===== config.mk =====
export PLATFORM = sky130hd
export DESIGN_NAME = nals_lane_steer
export DESIGN_NICKNAME = d
export VERILOG_FILES = /design/src/shared/nals_pkg.sv /design/src/hdl/nals_lane_steer.sv /design/src/hdl/nals_lane_map.sv
export VERILOG_INCLUDE_DIRS = /design/src /design/src/shared
export SDC_FILE = /design/constraint.sdc
export NUM_CORES = 1
export LEC_CHECK = 0
export ABC_CLOCK_PERIOD_IN_PS = 3600
export BUFFER_PORTS_ARGS = -buffer_cell sky130_fd_sc_hd__buf_2
export CORE_MARGIN = 5
export CORE_UTILIZATION = 52
export CTS_CLUSTER_DIAMETER = 40
export DETAILED_ROUTE_END_ITERATION = 12
export GPL_ROUTABILITY_DRIVEN = 1
export HOLD_SLACK_MARGIN = 0.1
export PLACE_DENSITY = 0.82
export SYNTH_ARGS = -nofsm -noshare
export SYNTH_HDL_FRONTEND = slang
export SYNTH_HIERARCHICAL = 1
export SYNTH_SLANG_ARGS = --single-unit

===== constraint.sdc =====
create_clock -name clk_sys_in -period 3.6 [get_ports clk_sys_in]
set_input_delay 0.72 -clock clk_sys_in [delete_from_list [all_inputs] [get_ports clk_sys_in]]
set_output_delay 0.72 -clock clk_sys_in [all_outputs]
set_load 0.005 [all_outputs]

===== src/shared/nals_params.svh =====
`ifndef NALS_PARAMS_SVH
`define NALS_PARAMS_SVH
// Overview of operation
// - halfword from byte memory: two byte beats
// - second beat address is first plus one
// - first byte is high half, second low
// - byte memory beats use lane zero only
// - byte memory halfword: only lane zero enabled
// - reply only after both bytes are packed
// - byte reads any width, writes 16/32 only
// - byte write one lane, read full width
// - byte read of 32-bit memory: full access
// - 32-bit memory byte write: lowest line A2
// - 32-bit lanes: code 00 top, 11 bottom
// - 32-bit byte write: one enable low only
// - byte read of 16-bit memory: 16-bit access
// - 16-bit memory byte write: lowest line A1
// - 16-bit write: bit0 zero upper, one lower
// - byte memory read: lane zero, lowest A0
// - byte memory read: only lane zero enabled
// - processor reads/writes use own data buses
// - 16-bit memory read: lower two enables low
// - full 32-bit access: all enables low

// address, data and result widths
`define NALS_ADDR_W 22
`define NALS_DATA_W 32
`define NALS_RES_W 16
// byte enable levels, active low, bit n is lane n
`define NALS_BE_IDLE 4'hF
`define NALS_BE_ALL 4'h0
`define NALS_BE_LOW16 4'hC
`define NALS_BE_LANE0 4'hE
// lowest address line kept per memory width
`define NALS_MASK_W32 22'h3FFFFC
`define NALS_MASK_W16 22'h3FFFFE
`endif


===== src/shared/nals_pkg.sv =====
package nals_pkg;
`include "nals_params.svh"

// external memory width strap
typedef enum logic [1:0] {
    NALS_MW8 = 2'h0,
    NALS_MW16 = 2'h1,
    NALS_MW32 = 2'h2
} nals_width_e;

// requested data size
typedef enum logic {
    NALS_SZ_BYTE = 1'h0,
    NALS_SZ_HALF = 1'h1
} nals_size_e;

// requester that owns the current access
typedef enum logic [2:0] {
    NALS_SRC_CPU_RD = 3'h1,
    NALS_SRC_CPU_WR = 3'h2,
    NALS_SRC_DMA = 3'h4
} nals_src_e;

// sequencer states
typedef enum logic [4:0] {
    NALS_ST_IDLE = 5'h01,
    NALS_ST_SETUP = 5'h02,
    NALS_ST_ISSUE = 5'h04,
    NALS_ST_WAIT = 5'h08,
    NALS_ST_REPLY = 5'h10
} nals_state_e;

typedef logic [`NALS_ADDR_W-1:0] nals_addr_t;

// one internal request
typedef struct packed {
    nals_addr_t addr;
    nals_size_e size;
    logic write;
    logic [`NALS_RES_W-1:0] wdata;
} nals_req_s;

// one byte-lane transfer toward the memory timing stage
typedef struct packed {
    nals_addr_t addr;
    logic [`NALS_DATA_W-1:0] wdata;
    logic write;
    logic data_oe_n;
    logic [3:0] be_n;
} nals_xfer_s;

// whole sequencer state
typedef struct packed {
    nals_state_e state;
    nals_src_e src;
    nals_width_e width;
    nals_req_s op;
    logic beat;
    logic error;
    logic [7:0] hi_byte;
    logic [`NALS_RES_W-1:0] result;
    nals_xfer_s xfer;
} nals_state_s;

endpackage : nals_pkg


===== src/hdl/nals_lane_steer.sv =====
`timescale 1ns/100ps
`include "nals_params.svh"

module nals_lane_steer import nals_pkg::*; (
    input wire logic clk_sys_in,
    input wire logic reset_n_in,
    // width of the attached memory, static while accesses run
    input wire nals_width_e mem_width_in,
    // processor read bus
    input wire logic cpu_rd_valid_in,
    input wire nals_req_s cpu_rd_req_in,
    output logic cpu_rd_ready_out,
    output logic cpu_rd_done_out,
    output logic [`NALS_RES_W-1:0] cpu_rd_data_out,
    // processor write bus
    input wire logic cpu_wr_valid_in,
    input wire nals_req_s cpu_wr_req_in,
    output logic cpu_wr_ready_out,
    output logic cpu_wr_done_out,
    // dma controller
    input wire logic dma_valid_in,
    input wire nals_req_s dma_req_in,
    output logic dma_ready_out,
    output logic dma_done_out,
    output logic [`NALS_RES_W-1:0] dma_rd_data_out,
    // refused access, pulses with the done of its requester
    output logic req_error_out,
    // transfer toward the memory timing stage
    output logic xfer_valid_out,
    input wire logic xfer_ready_in,
    output nals_xfer_s xfer_out,
    input wire logic xfer_done_in,
    input wire logic [`NALS_DATA_W-1:0] xfer_rdata_in,
    // external byte enables, active low
    output logic byte_lane0_enable_n_out,
    output logic byte_lane1_enable_n_out,
    output logic byte_lane2_enable_n_out,
    output logic byte_lane3_enable_n_out
);

////////////////////////////////////////////////////////////
// state, next state and reset value
// sits between three requesters and the timing stage
// one narrow request becomes one or two beats
// only one access is in flight at a time, so one
// record holds request, beat count, result and pins
// every output that reaches a pin comes from it
// requesters see ready, done and read data
// the memory side sees one beat at a time
// latency depends only on how fast beats are taken and done

nals_state_s st;
nals_state_s next_st;

// idle transfer: nothing enabled, data pins released
// all enables high: no stray lane select when idle
// data pins released so the bus is never fought
localparam nals_xfer_s XFER_IDLE = '{
    addr: '0,
    wdata: '0,
    write: 1'h0,
    data_oe_n: 1'h1,
    be_n: `NALS_BE_IDLE
};

// empty request, loaded at reset only
localparam nals_req_s REQ_NONE = '{
    addr: '0,
    size: NALS_SZ_BYTE,
    write: 1'h0,
    wdata: '0
};

// reset record: idle, pins quiet, result cleared
// source is a don't-care until the first take
localparam nals_state_s ST_RESET = '{
    state: NALS_ST_IDLE,
    src: NALS_SRC_CPU_RD,
    width: NALS_MW8,
    op: REQ_NONE,
    beat: 1'h0,
    error: 1'h0,
    hi_byte: 8'h00,
    result: 16'h0000,
    xfer: XFER_IDLE
};

////////////////////////////////////////////////////////////
// lane steering for the access in progress
// pure decoding of the held request
// loaded into the record only in setup,
// so the pins never see a decoding glitch
// the extracted byte comes straight off the
// returned data in the cycle of done

logic [3:0] map_be_n;
logic [`NALS_DATA_W-1:0] map_wdata;
nals_addr_t map_addr;
logic [7:0] map_byte;

nals_lane_map u_lane_map (
    .width_in(st.width),
    .op_in(st.op),
    .beat_in(st.beat),
    .rdata_in(xfer_rdata_in),
    .be_n_out(map_be_n),
    .wdata_out(map_wdata),
    .addr_out(map_addr),
    .byte_out(map_byte)
);

////////////////////////////////////////////////////////////
// request arbitration

// fixed priority: processor read, processor write, dma
// a valid held high can starve lower requesters
// processor reads go first, they stall the core
// grants only in idle: late requests just wait
// the grants exclude each other by construction,
// which the sequencer relies upon
logic idle;
logic grant_rd;
logic grant_wr;
logic grant_dma;

assign idle = (st.state == NALS_ST_IDLE);
assign grant_rd = idle && cpu_rd_valid_in;
assign grant_wr = idle && cpu_wr_valid_in && !cpu_rd_valid_in;
assign grant_dma = idle && dma_valid_in && !cpu_rd_valid_in && !cpu_wr_valid_in;

// a request is taken on the edge where its ready is high
// combinational readies lose no cycle on a take
assign cpu_rd_ready_out = grant_rd;
assign cpu_wr_ready_out = grant_wr;
assign dma_ready_out = grant_dma;

////////////////////////////////////////////////////////////
// access checks

// true when this block cannot carry the access out
// a refused access never reaches the timing stage
// it answers with error beside its done, so the
// requester is never left waiting
// judged on the width sampled at the take
// wide-memory halfwords belong to the full path
// and are refused rather than split into beats
function automatic logic refuse(nals_width_e w, nals_req_s r);
    logic bad;
    bad = 1'h0;
    // writes to byte-wide memory are not supported
    if (r.write && (w == NALS_MW8)) begin
        bad = 1'h1;
    end
    // halfwords to wider memory belong to the full-width path
    if ((r.size == NALS_SZ_HALF) && (w != NALS_MW8)) begin
        bad = 1'h1;
    end
    // halfword writes are never sequenced here
    if ((r.size == NALS_SZ_HALF) && r.write) begin
        bad = 1'h1;
    end
    // reserved width code
    if ((w != NALS_MW8) && (w != NALS_MW16) && (w != NALS_MW32)) begin
        bad = 1'h1;
    end
    refuse = bad;
endfunction : refuse

////////////////////////////////////////////////////////////
// sequencer

// chosen request, with the write bit set by the bus it came on
// processor direction is given by the bus used,
// so those write bits are overridden here
// the dma request brings its own direction
nals_req_s pick;

always_comb begin
    pick = dma_req_in;
    if (grant_rd) begin
        pick = cpu_rd_req_in;
        pick.write = 1'h0;
    end else if (grant_wr) begin
        pick = cpu_wr_req_in;
        pick.write = 1'h1;
    end
end

// next-state logic for the whole block
// idle: wait for a grant, latch request, width
// setup: load address, data, enables of a beat
// issue: offer the beat until it is taken
// wait: collect the data of that beat
// reply: pulse done one cycle, back to idle
// halfword from byte memory runs setup-wait twice
// a byte needs four cycles at least, a half seven
// width is not re-read during an access, so a
// strap change mid-access cannot split a beat
always_comb begin
    next_st = st;
    case (st.state)
        NALS_ST_IDLE: begin
            if (grant_rd || grant_wr || grant_dma) begin
                next_st.op = pick;
                next_st.width = mem_width_in;
                next_st.beat = 1'h0;
                next_st.result = 16'h0000;
                next_st.error = refuse(mem_width_in, pick);
                if (grant_rd) begin
                    next_st.src = NALS_SRC_CPU_RD;
                end else if (grant_wr) begin
                    next_st.src = NALS_SRC_CPU_WR;
                end else begin
                    next_st.src = NALS_SRC_DMA;
                end
                // a refused access answers without touching memory
                // and skips setup: no enable goes low
                if (next_st.error) begin
                    next_st.state = NALS_ST_REPLY;
                end else begin
                    next_st.state = NALS_ST_SETUP;
                end
            end
        end
        NALS_ST_SETUP: begin
            // load the steered beat into the output registers
            // a second beat keeps the first's enables
            // through here, so lane zero stays low
            next_st.xfer.addr = map_addr;
            next_st.xfer.wdata = map_wdata;
            next_st.xfer.write = st.op.write;
            next_st.xfer.data_oe_n = !st.op.write;
            next_st.xfer.be_n = map_be_n;
            next_st.state = NALS_ST_ISSUE;
        end
        NALS_ST_ISSUE: begin
            // beat stands unchanged until taken
            // the timing stage may stall it long
            if (xfer_ready_in) begin
                next_st.state = NALS_ST_WAIT;
            end
        end
        NALS_ST_WAIT: begin
            if (xfer_done_in) begin
                if ((st.op.size == NALS_SZ_HALF) && !st.beat) begin
                    // first byte kept as the upper half, go for the next
                    // next address is the first plus one
                    next_st.hi_byte = map_byte;
                    next_st.beat = 1'h1;
                    next_st.state = NALS_ST_SETUP;
                end else begin
                    // writes return nothing; reads give a
                    // zero-extended byte or a packed half
                    if (st.op.write) begin
                        next_st.result = st.result;
                    end else if (st.op.size == NALS_SZ_HALF) begin
                        next_st.result = {st.hi_byte, map_byte};
                    end else begin
                        next_st.result = {8'h00, map_byte};
                    end
                    next_st.xfer = XFER_IDLE;
                    next_st.state = NALS_ST_REPLY;
                end
            end
        end
        NALS_ST_REPLY: begin
            // one cycle: done and error pulse here
            next_st.xfer = XFER_IDLE;
            next_st.state = NALS_ST_IDLE;
        end
        default: begin
            // an illegal code recovers to reset
            next_st = ST_RESET;
        end
    endcase
end

// state register
// asynchronous reset: pins quiet before the clock
// every field resets at once, none powers up unknown
always_ff @(posedge clk_sys_in or negedge reset_n_in) begin
    if (!reset_n_in) begin
        st <= ST_RESET;
    end else begin
        st <= next_st;
    end
end

////////////////////////////////////////////////////////////
// outputs

// done pulses last the one reply cycle
// decodes of registered state: glitch free
// error only qualifies a done, never alone
logic reply;

assign reply = (st.state == NALS_ST_REPLY);
assign cpu_rd_done_out = reply && (st.src == NALS_SRC_CPU_RD);
assign cpu_wr_done_out = reply && (st.src == NALS_SRC_CPU_WR);
assign dma_done_out = reply && (st.src == NALS_SRC_DMA);
assign req_error_out = reply && st.error;

// read data from the result register, held until the next request is taken
// both requesters share it; only the one whose
// done pulses should take it
// a write leaves it cleared, so stale data is
// never shown as a fresh reply
assign cpu_rd_data_out = st.result;
assign dma_rd_data_out = st.result;

// transfer request toward the timing stage
// valid is high for the whole issue state
// fields hold while valid, any edge may take them
assign xfer_valid_out = (st.state == NALS_ST_ISSUE);
assign xfer_out = st.xfer;

// byte enables straight from the transfer register
// no logic before the pins: all four switch
// together on one clock edge
assign byte_lane0_enable_n_out = st.xfer.be_n[0];
assign byte_lane1_enable_n_out = st.xfer.be_n[1];
assign byte_lane2_enable_n_out = st.xfer.be_n[2];
assign byte_lane3_enable_n_out = st.xfer.be_n[3];

endmodule : nals_lane_steer


===== src/hdl/nals_lane_map.sv =====
`timescale 1ns/100ps
`include "nals_params.svh"

module nals_lane_map import nals_pkg::*; (
    input wire nals_width_e width_in,
    input wire nals_req_s op_in,
    input wire logic beat_in,
    input wire logic [`NALS_DATA_W-1:0] rdata_in,
    output logic [3:0] be_n_out,
    output logic [`NALS_DATA_W-1:0] wdata_out,
    output nals_addr_t addr_out,
    output logic [7:0] byte_out
);

// byte lane picked by the low address bits, shared by reads and writes
function automatic logic [1:0] lane_of(nals_width_e w, logic [1:0] a);
    case (w)
        NALS_MW32: lane_of = ~a;
        NALS_MW16: lane_of = {1'h0, ~a[0]};
        default: lane_of = 2'h0;
    endcase
endfunction : lane_of

logic [1:0] lane;
nals_addr_t half_addr;

// lane, address and enable steering for the current beat
always_comb begin
    lane = lane_of(width_in, op_in.addr[1:0]);
    half_addr = {op_in.addr[`NALS_ADDR_W-1:1], 1'h0} + nals_addr_t'(beat_in);
    byte_out = rdata_in[{lane, 3'h0} +: 8];
    wdata_out = '0;
    wdata_out[{lane, 3'h0} +: 8] = op_in.wdata[7:0];
    if (width_in == NALS_MW32) begin
        addr_out = op_in.addr & `NALS_MASK_W32;
        be_n_out = op_in.write ? ~(4'h1 << lane) : `NALS_BE_ALL;
    end else if (width_in == NALS_MW16) begin
        addr_out = op_in.addr & `NALS_MASK_W16;
        be_n_out = op_in.write ? ~(4'h1 << lane) : `NALS_BE_LOW16;
    end else begin
        addr_out = (op_in.size == NALS_SZ_HALF) ? half_addr : op_in.addr;
        be_n_out = `NALS_BE_LANE0;
    end
end

endmodule : nals_lane_map


# == After elaboration in Yosys (flattened, before gate mapping) ==
# Cells that the tools add are included.
# classes
muxes,38
n_bitwise,8
n_shift,4
eq_ne,18
n_reduce_logical,34
add_sub_neg,2
# ops
op,n
case mux 60 bit (3 select lines),1
case mux 45 bit (2 select lines),1
2-to-1 mux 84 bit,1
2-to-1 mux 40 bit,2
2-to-1 mux 76 bit,1
2-to-1 mux 22 bit,3
2-to-1 mux 52 bit,1
2-to-1 mux 16 bit,3
case mux 16 bit (3 select lines),1
bitwise AND 32 bit,1
"variable shift 8 x 7 -> 32 bit, first input constant",1
indexed part select 32 x 6 -> 8 bit,1
indexed part select 8 x 7 -> 32 bit,1
adder 22 x 1 -> 22 bit,1
2-to-1 mux 5 bit,4
case mux 5 bit (4 select lines),1
logical AND 1 bit,16
2-to-1 mux 4 bit,4
case mux 8 bit (2 select lines),1
"inequality test 2 bit, second input constant",5
AND reduction 3 bit,3
2-to-1 mux 1 bit,8
2-to-1 mux 8 bit,1
OR reduction 4 bit,2
29 further kinds,40
# totals
reg_bits,128
output_inout_bits,104

# == Longest topological paths before layout ==
# Gate-level depths: netlist (run 1).
# logic_depth
depth_word,15
mapped_depth,11
depth_no_buf,10

# == Cells and area by module ==
# The synthesis (run 1) kept the hierarchy.
# modules_own_cells
module,area_each_um2,seq_area_each_um2,instances,cells_each
nals_lane_steer,7260.7,3412.0,1,691
nals_lane_map,905.9,0.0,1,133

# == Worst setup path before layout (run 1) ==
# No wires, ideal clock.
# synth_timing
kind,register to register
from,reg st[126] in the netlist's numbering
to,"reg st, in the netlist xfer_out[30]"
path_stages_with_launch,11
period_less_slack_ps,2517
slack_ps,1083
arrival_ps,2451
cell_sequence,dfrtp_1 -> inv_1 -> ha_1 -> or2_1 -> nor2_1 -> inv_1 -> ha_1 -> nand3b_1 -> nor3_2 -> and2_1 -> a22o_1
# synth_between
elab_chain_cells,6
# synth_lines
item,line,text
start: declaration,nals_lane_steer.sv:52,nals_state_s st;
start signal: assignment,nals_lane_steer.sv:285,st <= next_st;
== test 2 x 1 -> 1 bit or == test 2 bit (tied branches),nals_lane_map.sv:17,case (w)
case mux 2 bit (2 select lines) *,nals_lane_map.sv:17,
negator 5 -> 7 bit *,nals_lane_map.sv:33,"wdata_out[{lane, 3'h0} +: 8] = op_in.wdata[7:0];"
indexed part select 8 x 7 -> 32 bit or variable shift 8 x 7 -> 32 bit (tied branches),nals_lane_map.sv:33,
bitwise AND 32 bit (no line) *,--,
named net map_wdata[24],nals_lane_steer.sv:97,logic [`NALS_DATA_W-1:0] map_wdata;
case mux 60 bit (3 select lines) *,nals_lane_steer.sv:201,case (st.state)
# Mark *: on every way through the listed nets, which the timed path passes. The rest lies on a longest branch.
# A chain may end at the register's enable or synchronous reset.

# == Final worst setup path (run 1) ==
# layout_timing
from,reg st[126] in the netlist's numbering
to,"reg st, in the netlist xfer_out[16]"
# The elaborated chain is that of the path after synthesis.

==> impl_summary.txt, run 1 <==
----------------------------------------------------
[Run status]
  Result of the run ... finished clean

[Finish]
  Layout cell share with drive strength beyond 1 ... 35.9%
  Most common cell after layout, fill and taps aside ... sky130_fd_sc_hd__buf_2
  Core occupancy in the finished layout ... 59.9%
  Synthesis-to-layout area growth ... 13.0%
  Most frequent cells in the layout ... sky130_fd_sc_hd__buf_2 (237), sky130_fd_sc_hd__dfrtp_1 (121), sky130_fd_sc_hd__nand2_1 (94)
  Number of nets in the finished design ... 1,041

[Yosys]
  Mapped Nets ... 938
  Mapped Area ... 7680 um^2
  Number of standard cells after synthesis ... 768
  Warning count from the yosys run ... 6
  Average cell area after synthesis ... 9.99 um^2

[Clocking]
  Clock network latency to the later pin of the worst-skew pair ... 0.41 ns
  # Post-CTS Setup Buffers ... 0
  Number of buffers inserted during clock tree synthesis ... 17
  Clk pin slew, worst setup/hold paths ... 0.06 ns
  Number of cells upsized or downsized after cts ... 0
  Clock Path Buffers ... 2
  Clock tree from TritonCTS ... built
  Count of hold buffers inserted by post-cts repair ... 0
  TritonCTS sink count ... 128
  CTS HTree Levels ... 4
  Root Buffer Master ... sky130_fd_sc_hd__clkbuf_16

[Timing]
  Final Max Tran Viols ... 0
  Min cycle time layout ... 2.99 ns
  Fmax achieved ... 0.335 GHz
  Endpoints failing setup ... 0
  Relative slew slack ... 21.8%
  Final clock skew ... 0.00618 ns
  Transition time at the pin with the least slew margin ... 1.17 ns
  Share of the cycle needed by the critical path after routing ... 83.0%
  Unrepaired setup endpoints after global routing ... no
  Summed negative setup slack over all endpoints ... 0 ns
  Final-report hold violation count ... 0

[Route]
  Via count ... 5,676
  Per-cell via count in the routed design ... 5.30
  Remaining antenna violation count ... 0
  Detailed router's first-iteration violation count ... 334
  Post-DR wirelength/cell ... 16.7 um
  Drt total wl ... 17.9 mm
  Number of iterations in the first detailed-routing pass ... 4
  # DRC ... 0

[Placement]
  Final weighted congestion in routability-driven placement ... 0.779
  Number of port buffers ... 238
  HPWL after detailed placement ... 13.0 mm

[Global route]
  Global-route wire length before repair ... 29.1 mm
  Vias in the first global route ... 5,584
  Antenna violations before repair ... 2
  Global router's overall resource usage ... 20.5%
  Maximum number of pins on one net before global-route repair ... 125
  GRT overflow ... 0

[Power]
  Worst vdd ir ... 0.000389 V
  Leakage dissipation ... 4.79 nW
  Total power per unit cell area ... 669 nW/um^2

[Critical path]
  Most numerous cell on the critical path ... sky130_fd_sc_hd__ha_1
  CP Class ... reg -> reg
  Slowest stage delay, CP ... 0.74 ns
  Max FO, Critical Path ... 20
  Endpoint class of the critical path ... flop
  Crit path max-delay cell type ... sky130_fd_sc_hd__or3b_1
  Critical path data arrival time ... 3.33 ns
  Series of cell instances along the critical path ... inv_1 > ha_1 > or3b_1 > ha_1 > nor2_1 > and4_1 > and2_1 > a22o_1
  Data required time at the worst endpoint ... 3.94 ns
  Critical path startpoint category ... flop

[Floorplan]
  Top-level I/O count ... 265
  Effective utilization at floorplan ... 53.0%
  Die span in y ... 131 um
  Core ar. ... 14,500 um^2
  Horizontal extent of the die ... 131 um
  Number of rows in the core area ... 44
  Die area ... 17,300 um^2

[Min path]
  Worst hold path type ... in -> async

[Job]
  Count of maximum capacitance violations ... 0

----------------------------------------------------
-- registers in the layout, summed over array words and instances (netlist names) --
name                     count
xfer_out                    56
byte_lane0_enable_n_out      1
byte_lane3_enable_n_out      1
cpu_rd_data_out             16
st                          52
byte_lane2_enable_n_out      1
byte_lane1_enable_n_out      1
-- stage by stage --
step | instance area, um^2 | cells | setup WS (ns) | power, W | hold WS [ns]
2_1_floorplan | 7680 | 768 | 1.08 | 0.00362 | 0.424
3_5_place_dp | 8010 | 1036 | 0.645 | 0.00393 | 0.476
3_3_place_gp | 8010 | 1036 | 0.711 | 0.00388 | 0.467
6_report | 8680 | 1071 | 0.613 | 0.00580 | 0.428
5_1_grt | 8670 | 1070 | 0.404 | 0.00616 | 0.503
4_1_cts | 8670 | 1068 | 0.591 | 0.00584 | 0.488
-- area by class of cell --
cell class	instances	area, um^2
tap	184	230
multi-input combinational	436	3130
inverter	43	174
sequential	128	3210
timing repair buffer	245	1260
clock inverter	13	209
clock buffer	19	453
fill	1261	5800
antenna	3	7.51
-- where the power goes --
| part | internal [W] | total (W) | switching, W | leakage (nW) |
|---|---|---|---|---|
| combinational | 0.000779 | 0.00201 | 0.00123 | 2.74 |
| clock | 0.00127 | 0.00191 | 0.000641 | 0.316 |
| sequential | 0.00167 | 0.00188 | 0.000217 | 1.73 |
| total | 0.00371 | 0.00580 | 0.00209 | 4.79 |
-- final timing paths --
| path | startpoint | to | slack [ns] | cells past startpoint |
|---|---|---|---|---|
| worst max register to register | st[126]$_DFFE_PN0P_ | xfer_out[16]$_DFFE_PN0P_ | 0.61 | 8 |
| min in group clk_sys_in | st[80]$_DFFE_PN0P_ | cpu_rd_data_out[12]$_DFFE_PN0P_ | 0.49 | 1 |
| worst min-delay path | reset_n_in | st[119]$_DFFE_PN0P_ | 0.43 | 1 |
| max in group asynchronous | reset_n_in | cpu_rd_data_out[4]$_DFFE_PN0P_ | 2.34 | 1 |
| worst min register to register | st[80]$_DFFE_PN0P_ | cpu_rd_data_out[12]$_DFFE_PN0P_ | 0.49 | 1 |
| worst max-delay path | st[126]$_DFFE_PN0P_ | xfer_out[16]$_DFFE_PN0P_ | 0.61 | 8 |
-- worst max-delay path: cells and delay by family (launching register included) --
| family | cells | cell delay (ns) |
|---|---|---|
| buffers and inverters | 1 | 0.09 |
| AND/OR/NAND/NOR | 4 | 1.46 |
| flip-flops | 1 | 0.44 |
| AO/OA/AOI/OAI | 1 | 0.13 |
| adder cells (fa/ha/maj) | 2 | 0.79 |
-- per-layer routing --
| layer | up-vias | track usage (%) | part of all wire (%) |
|---|---|---|---|
| li1 | 2766 | - | - |
| met1 | 2711 | 27.1 | 45 |
| met2 | 183 | 33.2 | 48 |
| met3 | 16 | 5.39 | 6.1 |
| met4 | 0 | 6.80 | 1.2 |
| met5 | - | 0 | 0 |
(Power assumes the default switching activity.)
==> inputs of run 2 (changes only) <==
--- a/config.mk
+++ b/config.mk
@@ -6,7 +6,7 @@
 export SDC_FILE = /design/constraint.sdc
 export NUM_CORES = 1
 export LEC_CHECK = 0
-export ABC_CLOCK_PERIOD_IN_PS = 3600
+export ABC_CLOCK_PERIOD_IN_PS = 3050
 export BUFFER_PORTS_ARGS = -buffer_cell sky130_fd_sc_hd__buf_2
 export CORE_MARGIN = 5
 export CORE_UTILIZATION = 52
==> constraint.sdc (replaced) <==
create_clock -name clk_sys_in -period 3.05 [get_ports clk_sys_in]
set_input_delay 0.61 -clock clk_sys_in [delete_from_list [all_inputs] [get_ports clk_sys_in]]
set_output_delay 0.61 -clock clk_sys_in [all_outputs]
set_load 0.005 [all_outputs]
==> impl_summary.txt, run 2 (synthesis gave the netlist of run 1 again) <==
----------------------------------------------------
[Route]
  Via count ... 5,770 (+1.7%)
  Post-DR wirelength/cell ... 17.3 um (+3.5%)
  Remaining antenna violation count ... 0 (unchanged)
  Drt total wl ... 18.5 mm (+3.5%)
  Detailed router's first-iteration violation count ... 303 (-9.3%)
  Number of iterations in the first detailed-routing pass ... 5 (+1)
  # DRC ... 0 (unchanged)
  Per-cell via count in the routed design ... 5.38 (+1.6%)

[Critical path]
  Endpoint of the most critical register-to-register path ... xfer_out[35]$_DFFE_PN0P_
  Reg-to-reg critical path startpoint ... st[126]$_DFFE_PN0P_
  Slack of the worst reg-to-reg path ... 0.25 ns (-0.36 ns)
  Endpoint class of the critical path ... flop
  Max FO, Critical Path ... 8 (-60%)
  Path depth of the worst reg2reg path ... 10 (+2)
  Critical path startpoint category ... flop
  Critical path data arrival time ... 3.13 ns (-0.20 ns)
  CP Class ... reg -> reg
  Data required time at the worst endpoint ... 3.38 ns (-0.56 ns)

[Finish]
  Layout cell share with drive strength beyond 1 ... 35.5% (-0.39 points)
  Max reg flops ... 56 (unchanged)
  Most common cell after layout, fill and taps aside ... sky130_fd_sc_hd__buf_2
  Most frequent cells in the layout ... sky130_fd_sc_hd__buf_2 (237), sky130_fd_sc_hd__dfrtp_1 (121), sky130_fd_sc_hd__nand2_1 (94)
  Number of inserted diodes ... 0 (-3)
  Number of nets in the finished design ... 1,045 (+0.38%)
  Post-route cell area ... 8610 um^2 (-0.74%)
  Synthesis-to-layout area growth ... 12.2%

[Clocking]
  Number of buffers inserted during clock tree synthesis ... 17 (unchanged)
  # Post-CTS Setup Buffers ... 0 (unchanged)
  Number of cells upsized or downsized after cts ... 0 (unchanged)
  Clock Path Buffers ... 2 (unchanged)
  CTS HTree Levels ... 4 (unchanged)
  Root Buffer Master ... sky130_fd_sc_hd__clkbuf_16
  Count of hold buffers inserted by post-cts repair ... 0 (unchanged)
  Clock tree from TritonCTS ... built
  TritonCTS sink count ... 128 (unchanged)
  Clk pin slew, worst setup/hold paths ... 0.06 ns (about the same)
  Clock network latency to the later pin of the worst-skew pair ... 0.41 ns (about the same)

[Floorplan]
  Die span in y ... 131 um (unchanged)
  Horizontal extent of the die ... 131 um (unchanged)
  Number of rows in the core area ... 44 (unchanged)
  Top-level I/O count ... 265 (unchanged)
  Effective utilization at floorplan ... 53.0% (unchanged)
  Core ar. ... 14,500 um^2 (unchanged)
  Die area ... 17,300 um^2 (unchanged)

[Placement]
  Number of port buffers ... 238 (unchanged)
  HPWL after detailed placement ... 13.6 mm (+4.9%)
  Final weighted congestion in routability-driven placement ... 0.802 (+2.9%)
  Instance area after placement ... 8050 um^2 (+0.53%)
  Worst setup slack before clock tree synthesis ... 0.291 ns (-0.354 ns)

[Power]
  Total net switching power ... 0.00241 W (+16%)
  Total power draw ... 0.00653 W (+13%)
  Proportion of power drawn by combinational gates ... 36.4% (+1.7 points)
  Fraction of power spent switching nets ... 37.0% (+0.96 points)
  Register share of total power ... 34.0% (+1.6 points)
  Internal power ... 0.00412 W (+11%)
  Total power per unit cell area ... 758 nW/um^2 (+13%)
  Worst vdd ir ... 0.000410 V (+5.5%)
  Clock network fraction of design power ... 29.6% (-3.3 points)
  Leakage dissipation ... 4.77 nW (-0.37%)

[Timing]
  Fmax achieved ... 0.358 GHz (+6.8%)
  Unrepaired setup endpoints after global routing ... no
  Final critical-path setup slack ... 0.254 ns (-0.359 ns)
  Summed negative setup slack over all endpoints ... 0 ns (unchanged)
  Endpoints failing setup ... 0 (unchanged)
  Final-report hold violation count ... 0 (unchanged)
  Final-layout worst hold slack ... 0.177 ns (-0.250 ns)
  Transition time at the pin with the least slew margin ... 0.711 ns (-0.461 ns)
  Relative slew slack ... 52.3% (+30 points)
  Min cycle time layout ... 2.80 ns (-0.191 ns)
  Share of the cycle needed by the critical path after routing ... 91.7% (+8.7 points)
  Final clock skew ... 0.0112 ns (+0.00500 ns)
  Final Max Tran Viols ... 0 (unchanged)

[Global route]
  Maximum number of pins on one net before global-route repair ... 63 (-50%)
  Global-route wire length before repair ... 30.3 mm (+4.1%)
  Antenna violations before repair ... 1 (-1)
  Vias in the first global route ... 5,986 (+7.2%)
  GRT overflow ... 0 (unchanged)
  Global router's overall resource usage ... 21.3% (+0.75 points)

[Min path]
  Worst hold path type ... in -> async

[Run status]
  Result of the run ... finished clean

[Job]
  Count of maximum capacitance violations ... 0 (unchanged)

----------------------------------------------------
run 2: stage by stage:
step	cells	utilization, %
global placement	1040	55.6
CTS	1072	59.5
finish	1072	59.5
detailed placement	1040	55.6
global route	1072	59.5
floorplan	768	-
run 2: worst max path at each step:
stage | cells past startpoint | end | slack (ns) | startpoint
finish | 10 | xfer_out[35]$_DFFE_PN0P_ | 0.25 | st[126]$_DFFE_PN0P_
detailed placement | 10 | xfer_out[35]$_DFFE_PN0P_ | 0.29 | st[126]$_DFFE_PN0P_
floorplan | 10 | xfer_out[30]$_DFFE_PN0P_ | 0.53 | st[126]$_DFFE_PN0P_
CTS | 10 | xfer_out[35]$_DFFE_PN0P_ | 0.27 | st[126]$_DFFE_PN0P_
global placement | 10 | xfer_out[30]$_DFFE_PN0P_ | 0.36 | st[126]$_DFFE_PN0P_
global route | 10 | xfer_out[35]$_DFFE_PN0P_ | 0.07 | st[126]$_DFFE_PN0P_
run 2: layout make-up:
cell class                 instances  area [um^2]
clock buffer                      25          475
sequential                       128         3210
clock inverter                     7         87.6
timing repair buffer             249         1310
fill                            1267         5870
inverter                          43          174
tap                              184          230
multi-input combinational        436         3130
run 2: metal layers:
metal / global-route usage, % / vias up / wire, um
li1: - / 2765 / -
met1: 27.3 / 2746 / 7860
met2: 35.1 / 226 / 8880
met3: 5.89 / 31 / 1420
met4: 7.03 / 2 / 371
met5: 0 / - / 7
run 2: power groups by stage:
stage	Combinational [W]	Sequential, W	Clock, W
floorplan	0.00214	0.00213	0
global placement	0.00232	0.00224	0
detailed placement	0.00238	0.00225	0
CTS	0.00239	0.00222	0.00198
global route	0.00263	0.00226	0.00205
finish	0.00238	0.00222	0.00193
run 2: worst max-delay path, cell delays in order (launching register included):
cell and delay (ns):
sky130_fd_sc_hd__dfrtp_1 0.43, sky130_fd_sc_hd__inv_1 0.09, sky130_fd_sc_hd__ha_1 0.34, sky130_fd_sc_hd__or2_1 0.29, sky130_fd_sc_hd__nor2_1 0.29, sky130_fd_sc_hd__inv_1 0.14, sky130_fd_sc_hd__ha_1 0.26, sky130_fd_sc_hd__nand3b_1 0.18
sky130_fd_sc_hd__nor3_2 0.37, sky130_fd_sc_hd__and2_1 0.19, sky130_fd_sc_hd__a22o_1 0.14
==> inputs of run 3 (changes only) <==
--- a/config.mk
+++ b/config.mk
@@ -9,12 +9,12 @@
 export ABC_CLOCK_PERIOD_IN_PS = 3050
 export BUFFER_PORTS_ARGS = -buffer_cell sky130_fd_sc_hd__buf_2
 export CORE_MARGIN = 5
-export CORE_UTILIZATION = 52
+export CORE_UTILIZATION = 45
 export CTS_CLUSTER_DIAMETER = 40
 export DETAILED_ROUTE_END_ITERATION = 12
 export GPL_ROUTABILITY_DRIVEN = 1
 export HOLD_SLACK_MARGIN = 0.1
-export PLACE_DENSITY = 0.82
+export PLACE_DENSITY = 0.72
 export SYNTH_ARGS = -nofsm -noshare
 export SYNTH_HDL_FRONTEND = slang
 export SYNTH_HIERARCHICAL = 1
==> impl_summary.txt, run 3 (synthesis gave the netlist of run 1 again) <==
----------------------------------------------------
[Run status]
  Result of the run ... finished clean

[Timing]
  Final clock skew ... 0.0104 ns (-0.000776 ns)
  Relative slew slack ... 45.9% (-6.4 points)
  Fmax achieved ... 0.351 GHz (-1.9%)
  Share of the cycle needed by the critical path after routing ... 93.4% (+1.8 points)
  Unrepaired setup endpoints after global routing ... no
  Summed negative setup slack over all endpoints ... 0 ns (unchanged)
  Final Max Tran Viols ... 0 (unchanged)
  Transition time at the pin with the least slew margin ... 0.807 ns (+0.0960 ns)
  Endpoints failing setup ... 0 (unchanged)
  Final-report hold violation count ... 0 (unchanged)
  Min cycle time layout ... 2.85 ns (+0.0539 ns)

[Floorplan]
  Die area ... 19,800 um^2 (+14%)
  Horizontal extent of the die ... 141 um (+6.9%)
  Die span in y ... 141 um (+6.9%)
  Top-level I/O count ... 265 (unchanged)
  Number of rows in the core area ... 47 (+6.8%)
  Effective utilization at floorplan ... 46.1% (-6.9 points)
  Core ar. ... 16,600 um^2 (+15%)

[Min path]
  Worst hold path type ... in -> async

[Clocking]
  # Post-CTS Setup Buffers ... 0 (unchanged)
  Clk pin slew, worst setup/hold paths ... 0.06 ns (about the same)
  CTS HTree Levels ... 4 (unchanged)
  Count of hold buffers inserted by post-cts repair ... 0 (unchanged)
  Root Buffer Master ... sky130_fd_sc_hd__clkbuf_16
  TritonCTS sink count ... 128 (unchanged)
  Number of cells upsized or downsized after cts ... 0 (unchanged)
  Number of buffers inserted during clock tree synthesis ... 17 (unchanged)
  Clock Path Buffers ... 2 (unchanged)
  Clock network latency to the later pin of the worst-skew pair ... 0.41 ns (about the same)
  Clock tree from TritonCTS ... built

[Global route]
  Met3 usage in global routing ... 4.40% (-1.5 points)
  Global Route met2 Usage ... 29.4% (-5.6 points)
  Antenna violations before repair ... 0 (-1)
  Global router's overall resource usage ... 18.4% (-2.9 points)
  Global-route wire length before repair ... 29.3 mm (-3.1%)
  Most used routing layer ... met2
  Met1 global-route usage ... 25.0% (-2.2 points)
  Vias in the first global route ... 5,605 (-6.4%)
  GRT overflow ... 0 (unchanged)
  Maximum number of pins on one net before global-route repair ... 62 (-1.6%)

[Critical path]
  Path depth of the worst reg2reg path ... 10 (unchanged)
  Endpoint class of the critical path ... output pin
  Critical path data arrival time ... 2.24 ns (-0.89 ns)
  Endpoint of the most critical register-to-register path ... xfer_out[35]$_DFFE_PN0P_
  Critical path startpoint category ... flop
  Data required time at the worst endpoint ... 2.44 ns (-0.94 ns)
  Reg-to-reg critical path startpoint ... st[126]$_DFFE_PN0P_
  Slack of the worst reg-to-reg path ... 0.28 ns (+0.03 ns)
  Max FO, Critical Path ... 11 (+3)
  CP Class ... reg -> out

[Route]
  Detailed router's first-iteration violation count ... 299 (-1.3%)
  Remaining antenna violation count ... 0 (unchanged)
  Drt total wl ... 18.3 mm (-1.2%)
  # DRC ... 0 (unchanged)
  Via count ... 5,678 (-1.6%)
  Per-cell via count in the routed design ... 5.12 (-4.9%)
  Post-DR wirelength/cell ... 16.5 um (-4.5%)
  Number of iterations in the first detailed-routing pass ... 5 (unchanged)

[Finish]
  Number of nets in the finished design ... 1,046 (+0.096%)
  Max reg flops ... 56 (unchanged)
  Post-route cell area ... 8730 um^2 (+1.4%)
  Most frequent cells in the layout ... sky130_fd_sc_hd__buf_2 (237), sky130_fd_sc_hd__dfrtp_1 (121), sky130_fd_sc_hd__nand2_1 (94)
  Synthesis-to-layout area growth ... 13.7%
  Core occupancy in the finished layout ... 52.4% (-7.0 points)
  Layout cell share with drive strength beyond 1 ... 36.1% (+0.64 points)
  Most common cell after layout, fill and taps aside ... sky130_fd_sc_hd__buf_2
  Number of inserted diodes ... 0 (unchanged)

[Placement]
  Instance area after placement ... 8110 um^2 (+0.81%)
  Number of port buffers ... 238 (unchanged)
  HPWL after detailed placement ... 13.5 mm (-0.84%)
  Final weighted congestion in routability-driven placement ... 0.805 (+0.40%)

[Job]
  Count of maximum capacitance violations ... 0 (unchanged)

[Power]
  Total power per unit cell area ... 768 nW/um^2 (+1.3%)
  Worst vdd ir ... 0.000371 V (-9.6%)
  Leakage dissipation ... 4.80 nW (+0.57%)
  Total power draw ... 0.00670 W (+2.7%)

----------------------------------------------------
-- run 3: cell types whose count changed in the layout (fill, tap and decap cells not counted), sizes merged --
cell / delta
buf: +1
bufinv: +1
clkbuf: -5
clkinvlp: +2
inv: +2
-- run 3: worst max-delay path, cell delays in order (launching register included) --
cell and delay [ns]:
sky130_fd_sc_hd__dfrtp_1 0.52, sky130_fd_sc_hd__or4b_1 0.63, sky130_fd_sc_hd__nor2_2 0.33, sky130_fd_sc_hd__and3_1 0.22, sky130_fd_sc_hd__buf_2 0.11
-- run 3: final cells by class --
| class | count | area [um^2] |
|---|---|---|
| flip-flops and latches | 128 | 3210 |
| repair buffers | 250 | 1330 |
| inverters | 43 | 174 |
| fillers | 1515 | 7910 |
| well taps | 220 | 275 |
| multi-input cells | 436 | 3130 |
| clock buffers | 20 | 457 |
| clock inverters | 12 | 158 |
-- run 3: where the power goes --
group	total, W	leakage [nW]	internal [W]	switching (W)
clock network	0.00209	0.293	0.00133	0.000760
registers	0.00222	1.73	0.00197	0.000252
logic	0.00239	2.77	0.000935	0.00146
total	0.00670	4.80	0.00423	0.00247
-- run 3: per-layer routing --
metal | vias to the layer above | part of all wire [%]
li1 | 2774 | -
met1 | 2697 | 45
met2 | 197 | 47
met3 | 10 | 6.7
met4 | 0 | 0.97
met5 | - | 0
-- run 3: worst max-delay path by stage --
| stage | startpoint | endpoint | depth (start not counted) |
|---|---|---|---|
| floorplan | st[126]$_DFFE_PN0P_ | xfer_out[30]$_DFFE_PN0P_ | 10 |
| detailed placement | st[126]$_DFFE_PN0P_ | xfer_out[35]$_DFFE_PN0P_ | 8 |
| CTS | st[132]$_DFFE_PN0P_ | dma_ready_out | 4 |
| global placement | st[126]$_DFFE_PN0P_ | xfer_out[37]$_DFFE_PN0P_ | 8 |
| finish | st[132]$_DFFE_PN0P_ | dma_ready_out | 4 |
| global route | st[132]$_DFFE_PN0P_ | dma_ready_out | 4 |
-- run 3: per-stage QoR --
step | worst slack (ns) | cells | hold slack [ns]
2_1_floorplan | 0.533 | 768 | 0.314
3_3_place_gp | 0.363 | 1077 | 0.466
3_5_place_dp | 0.308 | 1077 | 0.477
4_1_cts | 0.188 | 1109 | 0.192
5_1_grt | 0.0616 | 1109 | 0.204
6_report | 0.200 | 1109 | 0.163
